[src/common/pfp_pkg.sv]
// constants and types for the protection fault priority controller
// assumes one 100 MHz clock and comparator inputs synchronous to it
package pfp_pkg;
  localparam int unsigned CLK_HZ        = 100_000_000;
  localparam int unsigned TICK_NS       = 1000;
  localparam int unsigned CLK_NS        = 1_000_000_000 / CLK_HZ;
  localparam int unsigned TICK_DIV      = (TICK_NS + CLK_NS - 1) / CLK_NS;
  localparam int unsigned CNT_W         = 16;
  localparam logic [CNT_W-1:0] DLY_OC_DET  = 16'h03E8;
  localparam logic [CNT_W-1:0] DLY_OC_REL  = 16'h0064;
  localparam logic [CNT_W-1:0] DLY_OD_DET  = 16'h0064;
  localparam logic [CNT_W-1:0] DLY_OD_REL  = 16'h0010;
  localparam logic [CNT_W-1:0] DLY_OI_DET  = 16'h000A;
  localparam logic [CNT_W-1:0] DLY_OI_REL  = 16'h0010;
  localparam logic [CNT_W-1:0] DLY_XC_DET  = 16'h0064;
  localparam logic [CNT_W-1:0] DLY_XC_REL  = 16'h0010;
  localparam logic [CNT_W-1:0] DLY_SC_CLK  = 16'h0032;
  localparam logic [CNT_W-1:0] DLY_SHORT   = 16'h0001;
  typedef enum logic [1:0] {PFP_TERM_OPEN, PFP_TERM_PDN, PFP_TERM_PUP}
    pfp_term_t;
  function automatic logic [CNT_W-1:0] pfp_dly(
    input logic [CNT_W-1:0] nominal,
    input logic             shorten
  );
    pfp_dly = shorten ? DLY_SHORT : nominal;
  endfunction
endpackage

[src/rtl/pfp_tick.sv]
// divider giving the delay counter tick enable
// assumes sys_clk at the package rate
`timescale 1ns/10ps
module pfp_tick
  import pfp_pkg::*;
#(
  parameter int unsigned DIV = TICK_DIV
) (
  input  wire logic sys_clk,
  input  wire logic rst,
  output logic      tick
);
  logic [15:0] cnt_q;

  always_ff @(posedge sys_clk) begin
    if (rst || cnt_q == 16'(DIV - 1)) begin
      cnt_q <= '0;
    end else begin
      cnt_q <= cnt_q + 16'h0001;
    end
  end

  assign tick = (cnt_q == 16'(DIV - 1)) && !rst;
endmodule // pfp_tick

[src/rtl/pfp_timer.sv]
// one detect/release delay timer advancing on an enable
// assumes cond is synchronous and limit is at least one
`timescale 1ns/10ps
module pfp_timer
  import pfp_pkg::*;
(
  input  wire logic             sys_clk,
  input  wire logic             rst,
  input  wire logic             en,
  input  wire logic             run,
  input  wire logic [CNT_W-1:0] limit,
  output logic                  done
);
  logic [CNT_W-1:0] cnt_q;

  // a dropped run clears the count: detection restarts from zero
  always_ff @(posedge sys_clk) begin
    if (rst || !run) begin
      cnt_q <= '0;
    end else if (en && cnt_q < limit) begin
      cnt_q <= cnt_q + 16'h0001;
    end
  end

  assign done = run && (cnt_q >= limit);
endmodule // pfp_timer

[src/rtl/pfp_ctrl.sv]
// overlap priority controller for a two-cell protection device
// assumes comparator levels are already synchronous to sys_clk
`timescale 1ns/10ps
module pfp_ctrl
  import pfp_pkg::*;
(
  input  wire logic  sys_clk,
  input  wire logic  rst,
  input  wire logic  cmp_ovchg,
  input  wire logic  cmp_ovchg_rel,
  input  wire logic  cmp_ovdis,
  input  wire logic  cmp_ovcur,
  input  wire logic  cmp_short,
  input  wire logic  cmp_xchg,
  input  wire logic  cmp_stby_rel,
  input  wire logic  shorten,
  output logic       chg_en,
  output logic       dis_en,
  output pfp_term_t  sense_term,
  output logic       standby,
  output logic       st_ovchg,
  output logic       st_ovdis,
  output logic       st_ovcur,
  output logic       st_short,
  output logic       st_xchg
);
  logic             tick;
  logic             oc_q;
  logic             od_q;
  logic             oi_q;
  logic             sc_q;
  logic             xc_q;
  logic             oi_first_q;
  logic             stby_q;
  logic             chg_en_q;
  logic             dis_en_q;
  pfp_term_t        term_q;
  // timer run and done pairs, detect then release
  logic             oc_run;
  logic             oc_det;
  logic             ocr_run;
  logic             ocr_det;
  logic             od_run;
  logic             od_det;
  logic             odr_run;
  logic             odr_det;
  logic             oi_run;
  logic             oi_det;
  logic             oir_run;
  logic             oir_det;
  logic             sc_run;
  logic             sc_det;
  logic             xc_run;
  logic             xc_det;
  logic             xcr_run;
  logic             xcr_det;
  logic             oc_pend;
  logic             dis_fault;
  // delay limits, chosen once per timer from the shorten pin
  logic [CNT_W-1:0] lim_oc;
  logic [CNT_W-1:0] lim_ocr;
  logic [CNT_W-1:0] lim_od;
  logic [CNT_W-1:0] lim_odr;
  logic [CNT_W-1:0] lim_oi;
  logic [CNT_W-1:0] lim_oir;
  logic [CNT_W-1:0] lim_xc;
  logic [CNT_W-1:0] lim_xcr;

  pfp_tick u_tick (
    .sys_clk (sys_clk),
    .rst     (rst),
    .tick    (tick)
  );

  // over-charge timing always runs, also during over-current
  assign oc_run  = cmp_ovchg && !oc_q;
  assign oc_pend = oc_run;
  assign ocr_run = oc_q && cmp_ovchg_rel;
  // over-discharge timing waits while over-charge is being timed
  // not gated by over-current: both are timed side by side
  assign od_run  = cmp_ovdis && !od_q && !stby_q && !oc_pend;
  assign odr_run = od_q && !cmp_ovdis && !stby_q;
  // over-current is timed alongside, dropped once a winner is in
  assign oi_run  = cmp_ovcur && !oi_q && !oc_q && !od_q;
  // short shares this release; without it a short flag would never clear
  assign oir_run = (oi_q || sc_q) && !cmp_ovcur;
  // short-circuit uses the system clock, not the shortenable tick
  assign sc_run  = cmp_short && !sc_q;
  assign dis_fault = od_q || oi_q || sc_q;
  // charger check only with discharge output back high
  assign xc_run  = cmp_xchg && !xc_q && !dis_fault && dis_en_q;
  assign xcr_run = xc_q && !cmp_xchg;

  // counter delays only; the short delay never sees the shorten pin
  assign lim_oc  = pfp_dly(DLY_OC_DET, shorten);
  assign lim_ocr = pfp_dly(DLY_OC_REL, shorten);
  assign lim_od  = pfp_dly(DLY_OD_DET, shorten);
  assign lim_odr = pfp_dly(DLY_OD_REL, shorten);
  assign lim_oi  = pfp_dly(DLY_OI_DET, shorten);
  assign lim_oir = pfp_dly(DLY_OI_REL, shorten);
  assign lim_xc  = pfp_dly(DLY_XC_DET, shorten);
  assign lim_xcr = pfp_dly(DLY_XC_REL, shorten);

  // every timer restarts from zero when its condition drops
  pfp_timer u_oc (
    .sys_clk (sys_clk),
    .rst     (rst),
    .en      (tick),
    .run     (oc_run),
    .limit   (lim_oc),
    .done    (oc_det)
  );

  pfp_timer u_ocr (
    .sys_clk (sys_clk),
    .rst     (rst),
    .en      (tick),
    .run     (ocr_run),
    .limit   (lim_ocr),
    .done    (ocr_det)
  );

  pfp_timer u_od (
    .sys_clk (sys_clk),
    .rst     (rst),
    .en      (tick),
    .run     (od_run),
    .limit   (lim_od),
    .done    (od_det)
  );

  pfp_timer u_odr (
    .sys_clk (sys_clk),
    .rst     (rst),
    .en      (tick),
    .run     (odr_run),
    .limit   (lim_odr),
    .done    (odr_det)
  );

  pfp_timer u_oi (
    .sys_clk (sys_clk),
    .rst     (rst),
    .en      (tick),
    .run     (oi_run),
    .limit   (lim_oi),
    .done    (oi_det)
  );

  pfp_timer u_oir (
    .sys_clk (sys_clk),
    .rst     (rst),
    .en      (tick),
    .run     (oir_run),
    .limit   (lim_oir),
    .done    (oir_det)
  );

  // runs on every clock, so it stays far shorter than over-current
  pfp_timer u_sc (
    .sys_clk (sys_clk),
    .rst     (rst),
    .en      (1'b1),
    .run     (sc_run),
    .limit   (DLY_SC_CLK),
    .done    (sc_det)
  );

  // charger detect and release share the tick like the others
  pfp_timer u_xc (
    .sys_clk (sys_clk),
    .rst     (rst),
    .en      (tick),
    .run     (xc_run),
    .limit   (lim_xc),
    .done    (xc_det)
  );

  pfp_timer u_xcr (
    .sys_clk (sys_clk),
    .rst     (rst),
    .en      (tick),
    .run     (xcr_run),
    .limit   (lim_xcr),
    .done    (xcr_det)
  );

  // over-charge, over-discharge, over-current and charger flags move only on the counter tick
  always_ff @(posedge sys_clk) begin
    if (rst) begin
      oc_q <= 1'b0;
    end else if (tick) begin
      if (oc_det) begin
        oc_q <= 1'b1;
      end else if (ocr_det) begin
        oc_q <= 1'b0;
      end
    end
  end

  always_ff @(posedge sys_clk) begin
    if (rst) begin
      od_q <= 1'b0;
    end else if (tick) begin
      if (od_det) begin
        od_q <= 1'b1;
      end else if (odr_det || (stby_q && cmp_stby_rel && !cmp_ovdis)) begin
        od_q <= 1'b0;
      end
    end
  end

  always_ff @(posedge sys_clk) begin
    if (rst) begin
      oi_q       <= 1'b0;
      oi_first_q <= 1'b0;
    end else if (tick) begin
      if (oi_det) begin
        oi_q       <= 1'b1;
        oi_first_q <= !oc_q && !od_q;
      end else if (oir_det) begin
        oi_q       <= 1'b0;
        oi_first_q <= 1'b0;
      end
    end
  end

  // short flag follows the system-clock timer
  always_ff @(posedge sys_clk) begin
    if (rst) begin
      sc_q <= 1'b0;
    end else if (sc_det) begin
      sc_q <= 1'b1;
    end else if (tick && oir_det) begin
      sc_q <= 1'b0;
    end
  end

  always_ff @(posedge sys_clk) begin
    if (rst) begin
      xc_q <= 1'b0;
    end else if (tick) begin
      if (xc_det) begin
        xc_q <= 1'b1;
      end else if (xcr_det) begin
        xc_q <= 1'b0;
      end
    end
  end

  // stand-by only when over-discharge is not behind over-charge
  always_ff @(posedge sys_clk) begin
    if (rst) begin
      stby_q <= 1'b0;
    end else if (tick && od_det && !oc_q) begin
      stby_q <= 1'b1;
    end else if (tick && od_det && oc_q) begin
      stby_q <= 1'b0;
    end else if (cmp_stby_rel || !od_q) begin
      stby_q <= 1'b0;
    end
  end

  // sense node termination, pull-up beats pull-down
  always_ff @(posedge sys_clk) begin
    if (rst) begin
      term_q <= PFP_TERM_OPEN;
    end else if (od_q) begin
      term_q <= PFP_TERM_PUP;
    end else if ((oi_q && oi_first_q) || sc_q) begin
      term_q <= PFP_TERM_PDN;
    end else begin
      term_q <= PFP_TERM_OPEN;
    end
  end

  always_ff @(posedge sys_clk) begin
    if (rst) begin
      chg_en_q <= 1'b1;
    end else begin
      chg_en_q <= !(oc_q || xc_q);
    end
  end

  always_ff @(posedge sys_clk) begin
    if (rst) begin
      dis_en_q <= 1'b1;
    end else begin
      dis_en_q <= !dis_fault;
    end
  end

  assign chg_en     = chg_en_q;
  assign dis_en     = dis_en_q;
  assign sense_term = term_q;
  assign standby    = stby_q;
  assign st_ovchg   = oc_q;
  assign st_ovdis   = od_q;
  assign st_ovcur   = oi_q;
  assign st_short   = sc_q;
  assign st_xchg    = xc_q;
endmodule // pfp_ctrl

[config.mk]
export PLATFORM = sky130hd
export DESIGN_NAME = pfp_ctrl
export DESIGN_NICKNAME = d
export VERILOG_FILES = /design/src/common/pfp_pkg.sv /design/src/rtl/pfp_tick.sv /design/src/rtl/pfp_timer.sv /design/src/rtl/pfp_ctrl.sv
export SDC_FILE = /design/constraint.sdc
export NUM_CORES = 1
export LEC_CHECK = 0
export BUFFER_PORTS_ARGS = -buffer_cell sky130_fd_sc_hd__buf_4
export CAP_MARGIN = 20
export CORE_ASPECT_RATIO = 0.9
export CORE_UTILIZATION = 44
export DETAILED_ROUTE_END_ITERATION = 6
export GPL_TIMING_DRIVEN = 0
export HOLD_SLACK_MARGIN = 0.12
export REMOVE_ABC_BUFFERS = 1
export SLEW_MARGIN = 10
export SYNTH_ARGS = -nofsm -noshare
export SYNTH_HDL_FRONTEND = slang
export SYNTH_SLANG_ARGS = --single-unit
[constraint.sdc]
create_clock -name sys_clk -period 4.39 [get_ports sys_clk]
set_clock_uncertainty 0.15 [all_clocks]
set_input_delay 0.439 -clock sys_clk [delete_from_list [all_inputs] [get_ports sys_clk]]
set_output_delay 0.439 -clock sys_clk [all_outputs]
set_load 0.02 [all_outputs]
==> metrics.yaml, run 1 <==
n_antenna_cell: 0
synth_top_family_by_area: "simple AND/OR/NAND/NOR gates"
max_stage_delay_ps: 700
antenna_found_initial: 0
hp-class: "input port to flip-flop"
endpoint: "u_xc.cnt_q[6]$_SDFFE_PP0P_"
synth_cell_types: 53
report.final.setup_viol: 0
crit_slowest_cell: "nor3_4"
final_cells: 999
crit_family: "simple AND/OR/NAND/NOR gates"
clk_latency_ps: 430
rr_startpoint: "u_tick.cnt_q[8]$_SDFF_PP0_"
fin_tns_setup_ps: 0
max_freq_mhz: 284
required_ps: 4590
cts_buffers: 17
worstMarginPinSlew_ps: 907
ys_warn_count: 0
grt_pass1_vias: 5063
synth_seq_area_share_pct: 48.2
r2r_end: "u_xc.cnt_q[6]$_SDFFE_PP0P_"
drcViolationCount: 0
synthArstFlopShare_pct: 0
pin_count: 20
fin_total_pwr_uw: 3040
final_common_cell: "dfxtp_1"
slew_headroom_pct: 39.0
post_dp_cell_area_sq_mm: 0.00745
hpwl_mm: 9.44
dp.cells: 966
synth-edff-count: 0
worst-r2r-cell-count: 6
drt-initial-drc-count: 386
synth_compound_area_share_pct: 8.10
die_w_um: 136
vdd_drop_max_v: 0.000294
yosys.area_share.simple_pct: 29.3
syn_area_per_cell_sq_um: 9.35
routed_wl_mm: 13.6
crit_chain: "or4_1, or4_4, nor3_4, nand3_1, or4_1, a21oi_1"
rrSetupSlack_ps: 860
cts.sinks: 171
clk_path_buf_depth: 2
clk_pin_slew_ps: 60
final_nets: 833
initial_core_util_pct: 45.5
wl_per_cell_um: 13.6
grtUsageTotal_pct: 17.8
root_buffer: "clkbuf_16"
start_kind: "flip-flop"
critPathLaunch: "u_tick.cnt_q[8]$_SDFF_PP0_"
cts_max_level: 4
arrival_ps: 3720
drv_cap: 0
rsz0062_at_grt: "false"
n_fill_cell: 1419
synth-xor-area-share_pct: 4.93
syn2layout_area_growth_pct: 13.0
cp.depth: 6
cp_common_cell: "or4_1"
die_area_sq_mm: 0.0167
drt_pass1_iterations: 4
min_period_ps: 3530
p_leak_uw: 0.00314
layout_common_cells: "dfxtp_1 (171), nor2_1 (80), and2_1 (73), nand3_1 (42), nand2_1 (40)"
dr_total_vias: 5345
slew_viol_final: 0
ys_ff_latch: 171
cts_resized: 0
drive_above_1_share_pct: 8.28
antenna_left: 0
hold_viol: 0
gr-total-overflow: 0
syn_area_sq_mm: 0.00710
muxShareOfSynthArea_pct: 0.564
cts_tree: "yes"
end_kind: "flip-flop"
die_height_um: 123
rows: 43
synthAdderAreaFrac_pct: 6.87
final_area_sq_mm: 0.00803
port_buffers: 19
grt_pass1_wl_mm: 23.3
critPathBufInv: 0
critical_path_class: "flip-flop to flip-flop"
gp_congestion: 0.824
grt_max_degree: 30
synthFlopType: "dfxtp_1"
path_max_fanout: 20
p_per_area_mw_per_mm2: 379
status: "finished clean"
finalCritPeriodShare_pct: 80.3
viasPerCell: 5.35
fp.coreArea_sq_mm: 0.0156
hold_ws_ps: 168
netlist_instances: 760
==> synth_stat cells, types with 3 or more instances <==
master / n / share of area (%)
dfxtp_1: 171 / 48
nor2_1: 80 / 4.2
and2_1: 73 / 6.4
nand3_1: 42 / 3.0
nand2_1: 40 / 2.1
ha_1: 39 / 6.9
a21oi_1: 30 / 2.1
xor2_1: 23 / 2.8
inv_1: 22 / 1.2
o21ai_0: 22 / 1.6
nand4_1: 21 / 1.8
nor3_1: 18 / 1.3
xnor2_1: 17 / 2.1
and3_1: 16 / 1.4
or3_1: 16 / 1.4
or4_1: 15 / 1.6
nor4_1: 14 / 1.2
nand2b_1: 12 / 1.1
clkbuf_1: 11 / 0.58
or2_2: 7 / 0.62
and4_1: 6 / 0.74
nand4b_1: 5 / 0.62
o211ai_1: 5 / 0.53
o21a_1: 5 / 0.53
a211oi_1: 4 / 0.42
mux2i_1: 4 / 0.56
o21bai_1: 4 / 0.42
a31oi_1: 3 / 0.26
buf_2: 3 / 0.21
o41ai_1: 3 / 0.37
==> registers in the layout, indices dropped and copies added, names as in the netlist <==
signal / cells
st_ovdis: 1
st_xchg: 1
u_od.cnt_q: 16
st_short: 1
u_oi.cnt_q: 16
standby: 1
st_ovcur: 1
u_sc.cnt_q: 16
u_ocr.cnt_q: 16
u_xcr.cnt_q: 16
u_oir.cnt_q: 16
st_ovchg: 1
oi_first_q: 1
u_odr.cnt_q: 16
u_tick.cnt_q: 16
u_oc.cnt_q: 16
dis_en: 1
chg_en: 1
sense_term: 2
u_xc.cnt_q: 16
==> report_power, final <==
group	switching (uW)	internal (uW)	leakage, uW
clock network	622	789	0.000272
logic	46.8	26.5	0.00149
registers	3.33	1550	0.00138
total	672	2370	0.00314
==> per-stage QoR <==
stage          utilization, %  worst slack [ps]
2_1_floorplan               -              1180
3_3_place_gp             47.7               491
3_5_place_dp             47.7               942
4_1_cts                  51.4               872
5_1_grt                  51.4               711
6_report                 51.4               865
==> cells by family after synthesis <==
group,count (synthesis)
AOI/OAI and AO/OA,91
xor gates and xnor gates,40
adders and majority gates,39
buffers and inverters,38
DFF,171
muxes,4
and+or+nand+nor,377
==> timing repair <==
item / CTS / global route
setup buffers: 0 / 0
hold buffers: 1 / 0
hold endpoints to repair: 1 / 0
==> area by class of cell <==
class | count | area, sq um | share of cell area, %
Timing Repair Buffer | 21 | 158 | 1.96
Sequential cell | 171 | 3420 | 42.7
Inverter | 22 | 82.6 | 1.03
Clock inverter | 11 | 88.8 | 1.11
Clock buffer | 21 | 480 | 5.99
Multi-Input combinational cell | 551 | 3540 | 44.1
Tap cell | 202 | 253 | 3.15
==> worst min path at each step <==
stage | start | to | slack (ps) | depth (start not counted)
after floorplan | u_ocr.cnt_q[10]$_SDFFE_PP0P_ | u_ocr.cnt_q[10]$_SDFFE_PP0P_ | 270 | 1
after global placement | u_od.cnt_q[10]$_SDFFE_PP0P_ | u_od.cnt_q[10]$_SDFFE_PP0P_ | 280 | 1
after detailed placement | u_ocr.cnt_q[10]$_SDFFE_PP0P_ | u_ocr.cnt_q[10]$_SDFFE_PP0P_ | 290 | 1
after CTS | cmp_short | u_sc.cnt_q[12]$_SDFFE_PP0P_ | 150 | 2
after global routing | cmp_short | u_sc.cnt_q[13]$_SDFFE_PP0P_ | 160 | 2
final | cmp_short | u_sc.cnt_q[12]$_SDFFE_PP0P_ | 170 | 2
==> per-layer routing <==
metal  up-vias  GRT usage [%]  part of all wire, %
li1       2751              -                    -
met1      2498           22.4                   48
met2        82           28.8                   46
met3        14           4.92                  4.6
met4         0           7.08                  1.2
met5         -              0                    0
Note: power is estimated with default switching activity, not from simulation.
==> run 2, diff against run 1 <==
- ABC_AREA: unset -> 1
- clock period: 4.39 -> 3.55 ns (I/O delays scaled with it)
==> run 2 against run 1 <==
Compared with the run above: first-iteration DRC count shrank 26%; setup slack worse by 140 ps; final area increased by 10%; fmax grew 25%; area after synthesis up 11%; die area up 11%; critical endpoint is now st_ovchg$_SDFFE_PP0P_; largest power group unchanged.
==> metrics.yaml, run 2 <==
status: "finished clean"
cts_max_level: 4  # unchanged
root_buffer: "clkbuf_16"
syn_area_per_cell_sq_um: 7.21  # -23%
ys_ff_latch: 171  # unchanged
drive_above_1_share_pct: 6.02  # -2.3 points
hpwl_mm: 10.3  # +8.9%
netlist_instances: 1094  # +44%
drt_pass1_iterations: 4  # unchanged
port_buffers: 19  # unchanged
p_per_area_mw_per_mm2: 437  # +15%
grtUsageTotal_pct: 17.6  # -0.14 points
synth_commonest_cells: "nand2_1 (208), nor2_1 (194), inv_1 (179)"
yosys.area.top_type_share_pct: 43.4  # -4.8 points
min_period_ps: 2820  # -704 ps
post_dp_cell_area_sq_mm: 0.00821  # +10%
yosys-top-cells-area: "dfxtp_1 (43%), nand2_1 (9.9%), nor2_1 (9.2%)"
grt_max_degree: 42  # +40%
die_area_sq_mm: 0.0185  # +11%
hold_ws_ps: 163  # -5.42 ps
clk_pin_slew_ps: 60  # about the same
synthFlopType: "dfxtp_1"
path_max_fanout: 13  # -35%
cts_tree: "yes"
cts_resized: 0  # unchanged
worst_slack_ps: 728  # -136 ps
antenna_found_initial: 0  # unchanged
arrival_ps: 2980  # -740 ps
ff_latch_area_sq_mm: 0.00342  # unchanged
clk_latency_ps: 430  # about the same
synth_seq_area_share_pct: 43.4  # -4.8 points
max_stage_delay_ps: 740  # +40 ps
dp.cells: 1334  # +38%
drv_cap: 0  # unchanged
worstMarginPinSlew_ps: 965  # +57.2 ps
multi_input_area_sq_mm: 0.00367  # +3.6%
final_nets: 1166  # +40%
required_ps: 3710  # -880 ps
hp-class: "input port to flip-flop"
syn_area_sq_mm: 0.00789  # +11%
pin_count: 20  # unchanged
die_height_um: 129  # +5.3%
routed_wl_mm: 14.8  # +8.9%
cts_setup_buffers: 0  # unchanged
drt-initial-drc-count: 287  # -26%
cp_common_cell: "nand2_1"
rows: 46  # +7.0%
critical_path_class: "flip-flop to flip-flop"
report.final.setup_viol: 0  # unchanged
slew_viol_final: 0  # unchanged
dr_total_vias: 6260  # +17%
drcViolationCount: 0  # unchanged
hold_viol: 0  # unchanged
fp.coreArea_sq_mm: 0.0176  # +13%
syn2layout_area_growth_pct: 12.0
cts.sinks: 171  # unchanged
n_fill_cell: 1827  # +29%
start_kind: "flip-flop"
synth-edff-count: 0  # unchanged
initial_core_util_pct: 44.8  # -0.71 points
end_kind: "flip-flop"
synthArstFlopShare_pct: 0  # unchanged
rsz0062_at_grt: "false"
p_leak_uw: 0.00356  # +13%
gp_congestion: 0.804  # -2.4%
crit_slowest_cell: "nor2_1"
ys_warn_count: 0  # unchanged
hold_buffers: 4  # +3
gr-total-overflow: 0  # unchanged
cts_buffers: 17  # unchanged
vdd_drop_max_v: 0.000321  # +9.1%
grt_pass1_wl_mm: 26.0  # +12%
synth_most_common_cell: "nand2_1"
viasPerCell: 4.57  # -15%
final_common_cell: "nand2_1"
n_antenna_cell: 0  # unchanged
crit_chain: "ha_1, a21oi_1, nand2_1, nor2_1, nand3_1, nand4_1, nand2_1, dlygate4sd3_1"
layout_common_cells: "nand2_1 (208), nor2_1 (194), inv_1 (179), dfxtp_1 (171), nand3_1 (77)"
wl_per_cell_um: 10.8  # -21%
die_w_um: 143  # +5.3%
final_cells: 1369  # +37%
antenna_left: 0  # unchanged
finalCritPeriodShare_pct: 79.5  # -0.82 points
grt_pass1_vias: 5787  # +14%
yosys.area.top_type: "dfxtp_1"
clk_path_buf_depth: 2  # unchanged
final_area_sq_mm: 0.00884  # +10%
post-place-ws_ps: 809  # -133 ps
slew_headroom_pct: 35.5  # -3.6 points
max_freq_mhz: 354  # +25%
synth_cell_types: 33  # -38%
fin_tns_setup_ps: 0  # unchanged
[run 2: cell types whose count changed in the layout (fill, tap and decap cells not counted), moves of 13 or more]
| cell | change |
|---|---|
| nand4_1 | +14 |
| and3_1 | -13 |
| or3_1 | -16 |
| or4_1 | -15 |
| nand2_1 | +168 |
| nand3_1 | +35 |
| nor4_1 | -13 |
| a21oi_1 | +41 |
| inv_1 | +157 |
| and2_1 | -72 |
| nor2_1 | +114 |
[run 2: kinds of logic after synthesis]
| logic type | Yosys count | share of synthesized area [%] |
|---|---|---|
| AND/OR/NAND/NOR | 562 | 31.2 |
| buffers and inverters | 200 | 10.2 |
| flip-flops | 171 | 43.4 |
| AO/OA/AOI/OAI | 95 | 6.12 |
| adder cells (fa/ha/maj) | 39 | 6.18 |
| XOR/XNOR | 27 | 3.00 |
[run 2: power breakdown]
group / internal (uW) / total (uW) / switching [uW]
Sequential: 1920 / 1930 / 3.11
Clock: 1090 / 1840 / 744
Combinational: 33.6 / 99.4 / 65.8
[run 2: worst max-delay path, delay by kind of cell (launching register included)]
kind / cells / cell delay [ps]
AOI/OAI and AO/OA: 1 / 140
adders and majority gates: 1 / 280
DFF: 1 / 410
and+or+nand+nor: 5 / 1180
buffers and inverters: 1 / 550
[run 2: layout make-up]
type                            count  share of cell area [%]
Tap cell                          240                    3.40
Timing Repair Buffer               23                    2.07
Multi-Input combinational cell    723                    41.5
Clock buffer                       22                    5.36
Clock inverter                      9                    1.27
Inverter                          181                    7.69
Sequential cell                   171                    38.7
[run 2: per-layer routing]
metal  GRT usage [%]  vias up  routed length [um]
li1                -     3481                   -
met1            23.1     2721                7780
met2            28.6       43                6450
met3            4.77       15                 446
met4            5.06        0                 144
met5               0        -                   0
[run 2: final timing paths]
kind | from | to | slack, ps | cells past startpoint
setup / recovery | u_oc.cnt_q[9]$_SDFFE_PP0P_ | st_ovchg$_SDFFE_PP0P_ | 730 | 8
hold / removal | cmp_xchg | st_xchg$_SDFFE_PP0P_ | 160 | 5
setup reg to reg | u_oc.cnt_q[9]$_SDFFE_PP0P_ | st_ovchg$_SDFFE_PP0P_ | 730 | 8
hold reg to reg | u_od.cnt_q[11]$_SDFFE_PP0P_ | u_od.cnt_q[11]$_SDFFE_PP0P_ | 270 | 2
[run 2: per-stage QoR]
stage          util, %  total power [uW]
6_report          50.2              3860
3_3_place_gp      46.6              2070
5_1_grt           50.2              4010
4_1_cts           50.2              3920
3_5_place_dp      46.6              2070
2_1_floorplan        -              2030
